$ cat src/common/thermal_head_dot_driver_params.svh
/*
 * Constants of the thermal head dot driver: timing, column layout and the
 * address window that clocks the element shift registers.
 * Assumes a 125 MHz core clock; included by bare name.
 */
`ifndef THERMAL_HEAD_DOT_DRIVER_PARAMS_SVH
`define THERMAL_HEAD_DOT_DRIVER_PARAMS_SVH

// ----------------------------------------------------------------
// timing
// ----------------------------------------------------------------
`define CLOCK_PERIOD_NS   8
`define DOT_ON_TIME_NS    1700000
`define DOT_OFF_TIME_NS   600000
`define ODD_LATENCY_NS    20000
// on and off are least times: round up
`define DOT_ON_CYCLES     ((`DOT_ON_TIME_NS + `CLOCK_PERIOD_NS - 1) / `CLOCK_PERIOD_NS)
`define DOT_OFF_CYCLES    ((`DOT_OFF_TIME_NS + `CLOCK_PERIOD_NS - 1) / `CLOCK_PERIOD_NS)
// latency is a longest time: round down
`define ODD_LATENCY_CYCLES (`ODD_LATENCY_NS / `CLOCK_PERIOD_NS)

// ----------------------------------------------------------------
// column layout
// ----------------------------------------------------------------
`define ELEMENT_COUNT     40
`define HEAD_WIDTH        20
`define DRIVER_BITS       10
`define DRIVER_LAST_BIT   4'h9
`define DOTS_PER_ROW_LAST 3'h6
`define TIMER_WIDTH       18

// ----------------------------------------------------------------
// shift clock address window
// ----------------------------------------------------------------
`define ADDR_WIDTH        13
`define SHIFT_ADDR_LOW    13'h0800
`define SHIFT_ADDR_HIGH   13'h0C00
`define SHIFT_DATA_BIT    10
`define SHIFT_SEL_BIT     11
`define SHIFT_BLOCK_BIT   12
`define ADDR_IDLE         13'h0000

`endif

$ cat src/common/thermal_head_pkg.sv
/*
 * Types of the thermal head dot driver.
 * Assumes nothing beyond a SystemVerilog compiler.
 */
`default_nettype none
package thermal_head_pkg;

    typedef enum logic [2:0] {
        ST_IDLE  = 3'b000,
        ST_SETUP = 3'b001,
        ST_CLKHI = 3'b010,
        ST_DRAIN = 3'b011,
        ST_WAIT  = 3'b100,
        ST_ON    = 3'b101,
        ST_OFF   = 3'b110
    } seq_state_t;

endpackage
`default_nettype wire

$ cat src/core/thermal_head_dot_driver.sv
/*
 * Thermal head dot driver: buffers 40-bit dot columns, shifts them into four
 * 10-bit element drivers, fires the common enable on dot strobe edges.
 * Assumes position pins are asynchronous and column words come on clock.
 */
`timescale 1ns/1ps
`default_nettype none
`include "thermal_head_dot_driver_params.svh"

module thermal_head_dot_driver #(
    parameter int ON_CYCLES  = `DOT_ON_CYCLES,
    parameter int OFF_CYCLES = `DOT_OFF_CYCLES
) (
    input  wire logic        clock,              // 125 MHz
    input  wire logic        rst,                // async, active high
    input  wire logic [39:0] columnData,         // bit 0 = element column 1
    input  wire logic        columnValid,        // column word offered
    output logic             columnReady,        // buffer has room
    input  wire logic        lineStart,          // motor line start pin
    input  wire logic        oddDotPosition,     // motor odd position pin
    input  wire logic        evenDotPosition,    // motor even position pin
    output logic             serialLineZero,     // driver for columns 31-40
    output logic             serialLineTwo,      // driver for columns 21-30
    output logic             serialLineFour,     // driver for columns 11-20
    output logic             serialLineSix,      // driver for columns 1-10
    output logic             shiftClock,         // driver shift clock
    output logic             driverOutputEnable, // common enable, high fires
    output logic             dotStrobe,          // merged position strobe
    output logic [2:0]       dotIndex,           // dot column within row
    output logic             rowDone             // pulse after seventh dot
);

    // ----------------------------------------------------------------
    // position pin synchronisers and merged strobe
    // ----------------------------------------------------------------
    logic [2:0] sync1_q, sync2_q, sync3_q, level_q;
    wire  [2:0] agree  = ~(sync2_q ^ sync3_q);
    wire  [2:0] levelD = (agree & sync3_q) | (~agree & level_q);
    wire  [2:0] rise   = levelD & ~level_q;
    wire        startEdge = rise[0];
    wire        oddEdge   = rise[1];
    wire        evenEdge  = rise[2];
    logic       dotStrobe_q;

    always_ff @(posedge clock or posedge rst) begin
        if (rst) begin
            sync1_q <= 3'h0;
            sync2_q <= 3'h0;
            sync3_q <= 3'h0;
            level_q <= 3'h0;
        end else begin
            sync1_q <= {evenDotPosition, oddDotPosition, lineStart};
            sync2_q <= sync1_q;
            sync3_q <= sync2_q;
            level_q <= levelD;
        end
    end

    // odd pulls low, even or line start pulls high
    wire dotStrobeD = oddEdge ? 1'b0 : ((evenEdge | startEdge) ? 1'b1 : dotStrobe_q);
    wire strobeFell = dotStrobe_q & ~dotStrobeD;
    wire strobeRose = ~dotStrobe_q & dotStrobeD;

    always_ff @(posedge clock or posedge rst) begin
        if (rst) dotStrobe_q <= 1'b1;
        else     dotStrobe_q <= dotStrobeD;
    end

    // ----------------------------------------------------------------
    // two-entry column buffer
    // ----------------------------------------------------------------
    logic [39:0] buf_q [2];
    logic        wrPtr_q, rdPtr_q;
    logic [1:0]  fill_q;
    logic        ready_q;
    wire         bufValid = (fill_q != 2'h0);
    wire         push     = columnValid & ready_q;
    logic        pop;
    wire  [1:0]  fillD    = fill_q + {1'b0, push} - {1'b0, pop};

    always_ff @(posedge clock or posedge rst) begin
        if (rst) begin
            wrPtr_q <= 1'b0;
            rdPtr_q <= 1'b0;
            fill_q  <= 2'h0;
            ready_q <= 1'b1;
        end else begin
            wrPtr_q <= wrPtr_q ^ push;
            rdPtr_q <= rdPtr_q ^ pop;
            fill_q  <= fillD;
            ready_q <= (fillD != 2'h2);
        end
    end

    always_ff @(posedge clock) begin
        if (push) buf_q[wrPtr_q] <= columnData;
    end

    // ----------------------------------------------------------------
    // dot sequencer
    // ----------------------------------------------------------------
    thermal_head_pkg::seq_state_t state_q, stateD;
    logic [`TIMER_WIDTH-1:0] timer_q;
    logic [3:0]              bitIdx_q;
    logic [39:0]             shiftReg_q;
    logic                    expectLow_q;
    logic                    enable_q;
    logic [`ADDR_WIDTH-1:0]  accessAddr_q;
    logic                    access_q;
    logic                    shiftClock_q;
    logic [3:0]              serial_q;
    logic [2:0]              dotIndex_q;
    logic                    rowDone_q;

    // shifts each 10-bit driver group up by one, top bit leaves first
    function automatic logic [39:0] shiftGroups(input logic [39:0] x);
        shiftGroups = {x[38:30], 1'b0, x[28:20], 1'b0, x[18:10], 1'b0, x[8:0], 1'b0};
    endfunction

    wire lastBit  = (bitIdx_q == `DRIVER_LAST_BIT);
    wire onDone   = (timer_q == `TIMER_WIDTH'(ON_CYCLES - 1));
    wire offDone  = (timer_q == `TIMER_WIDTH'(OFF_CYCLES - 1));
    wire fireNow  = expectLow_q ? strobeFell : strobeRose;
    assign pop    = (state_q == thermal_head_pkg::ST_IDLE) & bufValid;
    wire lastDot  = (dotIndex_q == `DOTS_PER_ROW_LAST);
    wire addrHit  = access_q & accessAddr_q[`SHIFT_SEL_BIT]
                  & ~accessAddr_q[`SHIFT_BLOCK_BIT];

    always_comb begin
        stateD = state_q;
        unique case (state_q)
            thermal_head_pkg::ST_IDLE:  if (bufValid) stateD = thermal_head_pkg::ST_SETUP;
            thermal_head_pkg::ST_SETUP: stateD = thermal_head_pkg::ST_CLKHI;
            thermal_head_pkg::ST_CLKHI: stateD = lastBit ? thermal_head_pkg::ST_DRAIN
                                                         : thermal_head_pkg::ST_SETUP;
            thermal_head_pkg::ST_DRAIN: stateD = thermal_head_pkg::ST_WAIT;
            thermal_head_pkg::ST_WAIT:  if (fireNow) stateD = thermal_head_pkg::ST_ON;
            thermal_head_pkg::ST_ON:    if (onDone) stateD = thermal_head_pkg::ST_OFF;
            thermal_head_pkg::ST_OFF:   if (offDone) stateD = thermal_head_pkg::ST_IDLE;
            default:                    stateD = thermal_head_pkg::ST_IDLE;
        endcase
    end

    always_ff @(posedge clock or posedge rst) begin
        if (rst) begin
            state_q  <= thermal_head_pkg::ST_IDLE;
            timer_q  <= '0;
            bitIdx_q <= 4'h0;
        end else begin
            state_q  <= stateD;
            timer_q  <= (state_q != stateD) ? '0 : timer_q + 1'b1;
            if (state_q == thermal_head_pkg::ST_CLKHI)
                bitIdx_q <= lastBit ? 4'h0 : bitIdx_q + 4'h1;
        end
    end

    // column bits 39..30 leave on line zero, 9..0 on line six
    always_ff @(posedge clock or posedge rst) begin
        if (rst) begin
            shiftReg_q <= 40'h00_0000_0000;
            serial_q   <= 4'h0;
        end else if (pop) begin
            shiftReg_q <= buf_q[rdPtr_q];
        end else if (state_q == thermal_head_pkg::ST_SETUP) begin
            serial_q   <= {shiftReg_q[39], shiftReg_q[29], shiftReg_q[19], shiftReg_q[9]};
            shiftReg_q <= shiftGroups(shiftReg_q);
        end
    end

    // high then low address access per bit makes one shift clock edge
    always_ff @(posedge clock or posedge rst) begin
        if (rst) begin
            accessAddr_q <= `ADDR_IDLE;
            access_q     <= 1'b0;
            shiftClock_q <= 1'b0;
        end else begin
            access_q     <= (state_q == thermal_head_pkg::ST_SETUP)
                          | (state_q == thermal_head_pkg::ST_CLKHI)
                          | (state_q == thermal_head_pkg::ST_DRAIN);
            accessAddr_q <= (state_q == thermal_head_pkg::ST_SETUP) ? `SHIFT_ADDR_HIGH
                                                                    : `SHIFT_ADDR_LOW;
            if (addrHit) shiftClock_q <= accessAddr_q[`SHIFT_DATA_BIT];
        end
    end

    always_ff @(posedge clock or posedge rst) begin
        if (rst) begin
            enable_q    <= 1'b0;
            expectLow_q <= 1'b1;
            dotIndex_q  <= 3'h0;
            rowDone_q   <= 1'b0;
        end else begin
            enable_q  <= (stateD == thermal_head_pkg::ST_ON);
            rowDone_q <= 1'b0;
            if (startEdge) begin
                expectLow_q <= 1'b1;
                dotIndex_q  <= 3'h0;
            end else if (state_q == thermal_head_pkg::ST_WAIT && fireNow) begin
                expectLow_q <= ~expectLow_q;
                dotIndex_q  <= lastDot ? 3'h0 : dotIndex_q + 3'h1;
                rowDone_q   <= lastDot;
            end
        end
    end

    assign columnReady        = ready_q;
    assign serialLineZero     = serial_q[3];
    assign serialLineTwo      = serial_q[2];
    assign serialLineFour     = serial_q[1];
    assign serialLineSix      = serial_q[0];
    assign shiftClock         = shiftClock_q;
    assign driverOutputEnable = enable_q;
    assign dotStrobe          = dotStrobe_q;
    assign dotIndex           = dotIndex_q;
    assign rowDone            = rowDone_q;

    // ----------------------------------------------------------------
    // checks
    // ----------------------------------------------------------------
    logic [`TIMER_WIDTH-1:0] offRun_q;
    always_ff @(posedge clock or posedge rst) begin
        if (rst)           offRun_q <= {`TIMER_WIDTH{1'b1}};
        else if (enable_q) offRun_q <= '0;
        else if (offRun_q != {`TIMER_WIDTH{1'b1}}) offRun_q <= offRun_q + 1'b1;
    end
endmodule
`default_nettype wire

$ cat config.mk
export PLATFORM = sky130hd
export DESIGN_NAME = thermal_head_dot_driver
export DESIGN_NICKNAME = d
export VERILOG_FILES = /design/src/common/thermal_head_pkg.sv /design/src/core/thermal_head_dot_driver.sv
export VERILOG_INCLUDE_DIRS = /design/src /design/src/common
export SDC_FILE = /design/constraint.sdc
export NUM_CORES = 1
export LEC_CHECK = 0
export BUFFER_PORTS_ARGS = -buffer_cell sky130_fd_sc_hd__buf_2
export CORE_MARGIN = 2
export CORE_UTILIZATION = 31
export DETAILED_ROUTE_END_ITERATION = 10
export PLACE_DENSITY_LB_ADDON = 0.05
export SYNTH_ARGS = -nofsm -noshare
export SYNTH_HDL_FRONTEND = slang
export SYNTH_SLANG_ARGS = --single-unit
$ cat constraint.sdc
create_clock -name clock -period 9.66 [get_ports clock]
set_input_delay 1.932 -clock clock [delete_from_list [all_inputs] [get_ports clock]]
set_output_delay 1.932 -clock clock [all_outputs]
set_load 0.02 [all_outputs]
==> flow_summary.rst, run 1 <==
.. list-table::
   :header-rows: 1

   * - Metric
     - Value
   * - Maximum count of clock buffers along a single path
     - 2
   * - RSZ-0062 raised after global routing
     - false
   * - Detailed-route vias per instance
     - 4.75
   * - Areal power density over the cells
     - 304 nW/um^2
   * - Worst hold path type
     - flop to flop
   * - GRT Resource Usage Total
     - 0.123
   * - Leakage power of the design
     - 3.21 nW
   * - Ratio of cells with drive above 1 in the final layout
     - 0.176
   * - Vias in the first global route
     - 4353
   * - First-pass GRT wire length
     - 23000 microns
   * - Average routed wire per standard cell
     - 15.4 microns
   * - Largest driver fanout on the critical path
     - 40
   * - Source-to-sink clock delay at the later pin of the worst-skew pair
     - 0.42 ns
   * - Die Ht
     - 155 microns
   * - Flops & latches, synth
     - 177
   * - Reg-to-reg endpoint
     - columnReady
   * - Remaining number of nets flagged by the antenna check after routing
     - 0
   * - Netlist area before placement
     - 7070 sq um
   * - Chip width
     - 155 microns
   * - Buffers inserted during post-CTS setup optimization
     - 0
   * - Root Buffer Master
     - sky130_fd_sc_hd__clkbuf_16
   * - Critical Path Source Type
     - input pin
   * - Layout Area Growth over Synthesis
     - 15.7%
   * - Number of remaining DRC errors
     - 0
   * - Clock period minus worst slack
     - 3.13 ns
   * - Worst R2R Setup Slack
     - 6.97 ns
   * - Total number of vias
     - 4287
   * - Area inside the core boundary
     - 22500 sq um
   * - Fill cell total of the finished layout
     - 2176
   * - Initial standard-cell utilization of the core
     - 0.314
   * - Placed Cells
     - 871
   * - Measured slew at the worst slew-check pin
     - 1.12 ns
   * - Port-buffer cells
     - 57
   * - WL final
     - 13900 microns
   * - Final count of hold timing violations
     - 0
   * - Proportion of netlist area held by the largest area contributor
     - 0.340
   * - Critical path endpoint
     - buf_q[1][10]
   * - Cell count after synthesis
     - 552
   * - Setup violations, final
     - 0
   * - Endpoint arrival time on the critical path
     - 3.16 ns
   * - Max-slew violations
     - 0
   * - Number of synthesized flops with an enable pin
     - 80
   * - CTS sink count
     - 177
   * - Synth unique cells
     - 52
   * - Die area
     - 24000 sq um
   * - CTS Buf Count
     - 17
   * - Data required time of the worst path
     - 9.69 ns
   * - Category of the critical setup timing path
     - input pin to flop
   * - Setup crit start
     - columnValid
   * - Largest cells by area after synthesis
     - sky130_fd_sc_hd__edfxtp_1 34%, sky130_fd_sc_hd__dfrtp_1 33%, sky130_fd_sc_hd__nand2_1 4.9%
   * - Post-synth ARST share
     - 0.548
   * - Seq/Total Area, Yosys
     - 0.684
   * - Commonest cells in the synthesized netlist
     - 94 x sky130_fd_sc_hd__dfrtp_1, 92 x sky130_fd_sc_hd__nand2_1, 80 x sky130_fd_sc_hd__edfxtp_1, 30 x sky130_fd_sc_hd__a31oi_1
   * - Smallest hold slack
     - 0.350 ns
   * - Synthesized Nets
     - 603
   * - Reg area
     - 4830 sq um
   * - Maximum achievable frequency
     - 0.320 GHz
   * - Net total in the final layout
     - 656
   * - Period utilisation layout
     - 0.324
   * - Post-CTS sizing
     - 0
   * - Boundary Pins
     - 58
   * - DR pass1 iterations
     - 5
   * - PnR Total Power
     - 2.48 mW
   * - Outcome
     - completed
   * - Dominant cell by count in the synthesized netlist
     - sky130_fd_sc_hd__dfrtp_1
   * - Antenna violations before repair
     - 0
   * - Row Count
     - 55
   * - Filler-free cell count of the finished design
     - 903
   * - DR iter-0 viols
     - 215
   * - Kind of capture point of the worst setup path
     - flop
   * - Pin count of the biggest net entering global routing
     - 76
   * - Launch point of the worst reg-to-reg path
     - state_q[0]
   * - Count of hold buffers inserted by post-cts repair
     - 0
   * - Combined area of the multi-input logic cells
     - 2060 sq um
   * - Cell accounting for the most synthesized area
     - sky130_fd_sc_hd__edfxtp_1
   * - Highest ir drop seen on vdd
     - 0.143 mV
   * - Detail Placement HPWL
     - 8100 microns
   * - Clock-pin slew reported for the worst setup and hold paths after clock tree synthesis
     - 0.07 ns
   * - Antenna Cells
     - 0
   * - Setup tns final
     - 0 ns
   * - Count of synthesis-stage warnings from yosys
     - 0
   * - Normalized max-slew margin
     - 0.253
   * - Remaining global-route overflow
     - 0
   * - Max-cap violations
     - 0
   * - Leading register cell type out of synthesis
     - sky130_fd_sc_hd__dfrtp_1
   * - Clk_skew
     - 0.0102 ns
   * - TritonCTS clock tree
     - built
   * - Avg Inst Size Synth
     - 12.8 sq um
   * - Reg2reg path depth
     - 9
   * - H-tree levels
     - 4
   * - Weighted congestion at the end of routability-driven global placement
     - 0.702
-- layer usage --
metal,global-route usage,vias to the layer above,share of wire
met4,0.0357,0,0.0079
met2,0.203,56,0.49
met3,0.0340,5,0.028
li1,-,2089,-
met1,0.158,2137,0.48
met5,0,-,0
-- worst max-delay path: stages --
cell and delay (ns):
sky130_fd_sc_hd__buf_2 0.08, sky130_fd_sc_hd__nand2_1 0.09, sky130_fd_sc_hd__inv_1 0.10, sky130_fd_sc_hd__ha_2 0.94
-- layout by cell type (no fill, tap or decap), types with 4 or more instances in the layout --
cell                        netlist  final
sky130_fd_sc_hd__mux2i_1         12     12
sky130_fd_sc_hd__dfrtp_1         94     93
sky130_fd_sc_hd__a31oi_1         30     30
sky130_fd_sc_hd__o21ai_0         10     10
sky130_fd_sc_hd__xor2_1          12     12
sky130_fd_sc_hd__nand2_1         92     92
sky130_fd_sc_hd__inv_6            0      4
sky130_fd_sc_hd__a221o_1          7      7
sky130_fd_sc_hd__clkbuf_16        0     17
sky130_fd_sc_hd__nor2_1          29     29
sky130_fd_sc_hd__a21oi_1          6      6
sky130_fd_sc_hd__nand3b_1         5      5
sky130_fd_sc_hd__buf_4            1      5
sky130_fd_sc_hd__a211oi_1        29     29
sky130_fd_sc_hd__nor2b_1         29     29
sky130_fd_sc_hd__edfxtp_1        80     80
sky130_fd_sc_hd__buf_2            6     57
sky130_fd_sc_hd__nand3_1         11     11
sky130_fd_sc_hd__nor3_1          12     12
sky130_fd_sc_hd__xnor2_1          9      9
sky130_fd_sc_hd__inv_1           10      9
-- kinds of logic (layout without fill, tap and decap cells) --
logic type / count (synthesis) / after routing / synth area share
AO/OA/AOI/OAI: 89 / 89 / 0.0903
XOR/XNOR: 21 / 21 / 0.0260
adder cells (fa/ha/maj): 7 / 7 / 0.0117
buffers and inverters: 39 / 105 / 0.0255
flip-flops: 177 / 177 / 0.684
multiplexers: 13 / 13 / 0.0186
other: 1 / 1 / 0.000530
AND/OR/NAND/NOR: 205 / 205 / 0.144
-- flip-flops by register name, summed over array words and instances (netlist names) --
| signal | cells |
|---|---|
| rowDone | 1 |
| buf_q | 80 |
| expectLow_q | 1 |
| dotIndex | 3 |
| accessAddr_q | 2 |
| rdPtr_q | 1 |
| timer_q | 18 |
| state_q | 3 |
| serial_q | 4 |
| sync3_q | 3 |
| sync2_q | 3 |
| shiftReg_q | 40 |
| driverOutputEnable | 1 |
| level_q | 3 |
| dotStrobe | 1 |
| columnReady | 1 |
| access_q | 1 |
| sync1_q | 3 |
| wrPtr_q | 1 |
| shiftClock | 1 |
| bitIdx_q | 4 |
| fill_q | 2 |
-- worst min-delay path by stage --
stage | startpoint | to | slack, ns | cells past startpoint
finish | sync1_q[1] | sync2_q[1] | 0.35 | 0
global placement | sync1_q[2] | sync2_q[2] | 0.33 | 0
CTS | sync1_q[1] | sync2_q[1] | 0.35 | 0
floorplan | sync1_q[0] | sync2_q[0] | 0.33 | 0
global route | sync1_q[1] | sync2_q[1] | 0.35 | 0
detailed placement | sync1_q[2] | sync2_q[2] | 0.34 | 0
-- power by group --
part	switching, mW	internal (mW)	total [mW]
clock network	0.302	0.360	0.662
registers	0.101	1.02	1.12
logic	0.447	0.253	0.700
total	0.849	1.63	2.48
-- metrics by stage --
step | worst slack (ns) | utilization | instance area, sq um
3_5_place_dp | 6.04 | 0.339 | 7620
4_1_cts | 6.49 | 0.363 | 8180
3_3_place_gp | 6.05 | 0.339 | 7620
5_1_grt | 6.42 | 0.363 | 8180
2_1_floorplan | 5.20 | - | 7070
6_report | 6.53 | 0.363 | 8180
-- final cells by class --
type	instances	share of cell area
sequential	177	0.591
timing repair buffer	62	0.0395
clock inverter	13	0.0155
tap	285	0.0436
inverter	11	0.00535
multi-input combinational	336	0.252
clock buffer	19	0.0529
No activity file was read; power rests on OpenSTA's default activity.
==> inputs of run 2 (changes only) <==
==> constraint.sdc (replaced) <==
create_clock -name clock -period 2.58 [get_ports clock]
set_input_delay 0.516 -clock clock [delete_from_list [all_inputs] [get_ports clock]]
set_output_delay 0.516 -clock clock [all_outputs]
set_load 0.02 [all_outputs]
==> run 2 against run 1 <==
  * First-iteration DRC count is 17% lower
  * Worst setup slack got worse by 6.1 ns
  * Routed wire length is 1.1% higher
  * Clock skew grew 0.0070 ns
  * Sequential share of layout area is 1.2 points lower
  * Final cell count is 0.78% higher
  * Combinational power grew to 3.9 times the previous value
  * Global-route usage grew 0.33 points
==> flow_summary.rst, run 2 (same netlist as run 1, synthesis figures left out) <==
.. list-table::
   :header-rows: 1

   * - Metric
     - Value
   * - Remaining number of nets flagged by the antenna check after routing
     - 0 (unchanged)
   * - Leakage power of the design
     - 3.29 nW (+2.5%)
   * - Area inside the core boundary
     - 22500 sq um (unchanged)
   * - Measured slew at the worst slew-check pin
     - 0.600 ns (-0.521 ns)
   * - GRT Resource Usage Total
     - 0.126 (+0.00331)
   * - Antenna violations before repair
     - 0 (unchanged)
   * - Max-cap violations
     - 0 (unchanged)
   * - Area after DPL
     - 7740 sq um (+1.5%)
   * - Row Count
     - 55 (unchanged)
   * - Endpoint arrival time on the critical path
     - 2.54 ns (-0.62 ns)
   * - Net total in the final layout
     - 663 (+1.1%)
   * - Detailed-route vias per instance
     - 4.76 (+0.18%)
   * - Count of hold buffers inserted by post-cts repair
     - 0 (unchanged)
   * - Top library cells by usage in the layout, fill and taps aside
     - 93 x sky130_fd_sc_hd__dfrtp_1, 92 x sky130_fd_sc_hd__nand2_1, 80 x sky130_fd_sc_hd__edfxtp_1, 57 x sky130_fd_sc_hd__buf_2, 30 x sky130_fd_sc_hd__a31oi_1
   * - Maximum achievable frequency
     - 0.456 GHz
   * - Worst Hold Launch
     - lineStart
   * - Root Buffer Master
     - sky130_fd_sc_hd__clkbuf_16
   * - DR pass1 iterations
     - 4 (-1)
   * - Max-slew violations
     - 0 (unchanged)
   * - Setup tns final
     - 0 ns (unchanged)
   * - Category of the critical setup timing path
     - flop to flop
   * - Post-CTS sizing
     - 0 (unchanged)
   * - WL final
     - 14000 microns (+1.1%)
   * - Setup violations, final
     - 0 (unchanged)
   * - Fraction of power spent switching nets
     - 0.334 (-0.00850)
   * - Fill cell total of the finished layout
     - 2178 (+0.092%)
   * - Clock period minus worst slack
     - 2.19 ns
   * - DR iter-0 viols
     - 179 (-17%)
   * - Maximum count of clock buffers along a single path
     - 2 (unchanged)
   * - Pin count of the biggest net entering global routing
     - 98 (+29%)
   * - Sequential power share
     - 0.443 (-0.009)
   * - CTS sink count
     - 177 (unchanged)
   * - First-pass GRT wire length
     - 23400 microns (+1.6%)
   * - Largest driver fanout on the critical path
     - 10 (-75%)
   * - Weighted congestion at the end of routability-driven global placement
     - 0.734 (+4.6%)
   * - Setup crit start
     - state_q[0]
   * - Register with the most flip-flops
     - buf_q
   * - Areal power density over the cells
     - 1150 nW/um^2 (+280%)
   * - Worst setup slack after layout
     - 0.389 ns (-6.14 ns)
   * - TritonCTS clock tree
     - built
   * - Worst hold path type
     - input pin to flop
   * - Layout Area Growth over Synthesis
     - 18.0%
   * - Post-Layout Inst Area
     - 8340 sq um (+2.0%)
   * - Highest ir drop seen on vdd
     - 0.521 mV (+260%)
   * - Detail Placement HPWL
     - 8610 microns (+6.3%)
   * - Met3 global-route usage
     - 0.0292 (-0.00474)
   * - Remaining global-route overflow
     - 0 (unchanged)
   * - RSZ-0062 raised after global routing
     - false
   * - Critical Path Source Type
     - flop
   * - Port-buffer cells
     - 57 (unchanged)
   * - Die Ht
     - 155 microns (unchanged)
   * - Data required time of the worst path
     - 2.93 ns (-6.76 ns)
   * - Boundary Pins
     - 58 (unchanged)
   * - Die area
     - 24000 sq um (unchanged)
   * - Normalized max-slew margin
     - 0.599 (+0.346)
   * - Chip width
     - 155 microns (unchanged)
   * - Setup slack after placement
     - 0.390 ns (-5.65 ns)
   * - Total number of vias
     - 4328 (+0.96%)
   * - Buffers inserted during post-CTS setup optimization
     - 0 (unchanged)
   * - Flip-flop count of the largest register, all copies and words added
     - 80 (unchanged)
   * - Antenna Cells
     - 0 (unchanged)
   * - H-tree levels
     - 4 (unchanged)
   * - Average routed wire per standard cell
     - 15.4 microns (+0.32%)
   * - Clk_skew
     - 0.0172 ns (+0.00703 ns)
   * - Clock-pin slew reported for the worst setup and hold paths after clock tree synthesis
     - 0.07 ns (about the same)
   * - Number of remaining DRC errors
     - 0 (unchanged)
   * - Source-to-sink clock delay at the later pin of the worst-skew pair
     - 0.43 ns (about the same)
   * - Launch point of the worst reg-to-reg path
     - state_q[0]
   * - Period utilisation layout
     - 0.849
   * - Initial standard-cell utilization of the core
     - 0.314 (unchanged)
   * - Net switching power
     - 3.21 mW (+280%)
   * - Final count of hold timing violations
     - 0 (unchanged)
   * - Most common cell after layout, fill and taps aside
     - sky130_fd_sc_hd__dfrtp_1
   * - Clock power share
     - 0.277 (+0.010)
   * - Layer carrying the most global-route usage
     - met2
   * - Ratio of cells with drive above 1 in the final layout
     - 0.184 (+0.00762)
   * - Outcome
     - completed
   * - Vias in the first global route
     - 4478 (+2.9%)
   * - Share of power burned in combinational logic
     - 0.280 (-0.002)
   * - Kind of capture point of the worst setup path
     - flop
   * - CTS Buf Count
     - 17 (unchanged)
   * - Met1 track utilization from global routing
     - 0.160 (+0.00178)
   * - Met2 track demand over resource in global routing
     - 0.211 (+0.00762)
   * - Largest registers ranked by flip-flop count
     - buf_q x80, shiftReg_q x40, timer_q x18
   * - Cell internal pwr
     - 6.42 mW (+290%)
==> run 2: area by class of cell <==
class	instances	area, sq um	share of cell area
Timing Repair Buffer	69	438	0.0525
Multi-Input combinational cell	336	2060	0.247
Clock buffer	18	429	0.0514
Tap cell	285	357	0.0427
Sequential cell	177	4830	0.580
Inverter	11	45.0	0.00540
Clock inverter	14	176	0.0211
==> run 2: path summary, 6_finish.rpt <==
check                           slack [ns]          end  cells after the start
worst max-delay path                  0.39  columnReady                      8
worst min-delay path                  0.19   sync1_q[0]                      1
worst max register to register        0.39  columnReady                      8
worst min register to register        0.35   sync2_q[2]                      0
max in group asynchronous             1.94  columnReady                      3
min in group asynchronous             0.23   sync1_q[1]                      3
==> run 2: power groups by stage <==
stage / registers [mW] / logic (mW) / clock network, mW
after global routing: 4.37 / 3.07 / 2.88
after detailed placement: 4.33 / 2.78 / 0
final: 4.27 / 2.70 / 2.67
after CTS: 4.28 / 2.78 / 2.77
after global placement: 4.32 / 2.72 / 0
after floorplan: 4.19 / 2.07 / 0
==> run 2: through the flow <==
stage	utilization	cells	hold slack [ns]	power [mW]
6_report	0.371	910	0.193	9.63
5_1_grt	0.371	910	0.172	10.3
4_1_cts	0.371	910	0.170	9.83
3_5_place_dp	0.344	878	0.338	7.11
3_3_place_gp	0.344	878	0.337	7.04
2_1_floorplan	-	552	0.331	6.26
==> run 2: layer usage <==
metal  up-vias  wire length [microns]  part of all wire
li1       2113                      -                 -
met1      2137                   6520              0.46
met2        66                   6930              0.49
met3        12                    404             0.029
met4         0                    173             0.012
met5         -                      0                 0
==> run 2: worst max-delay path: stages, from the launching register on <==
cell and delay (ns):
sky130_fd_sc_hd__dfrtp_1 0.47, sky130_fd_sc_hd__or4_2 0.76, sky130_fd_sc_hd__inv_1 0.11, sky130_fd_sc_hd__ha_1 0.23, sky130_fd_sc_hd__inv_1 0.05, sky130_fd_sc_hd__ha_1 0.14, sky130_fd_sc_hd__xnor2_1 0.13, sky130_fd_sc_hd__xnor2_1 0.15
sky130_fd_sc_hd__nand2b_1 0.08
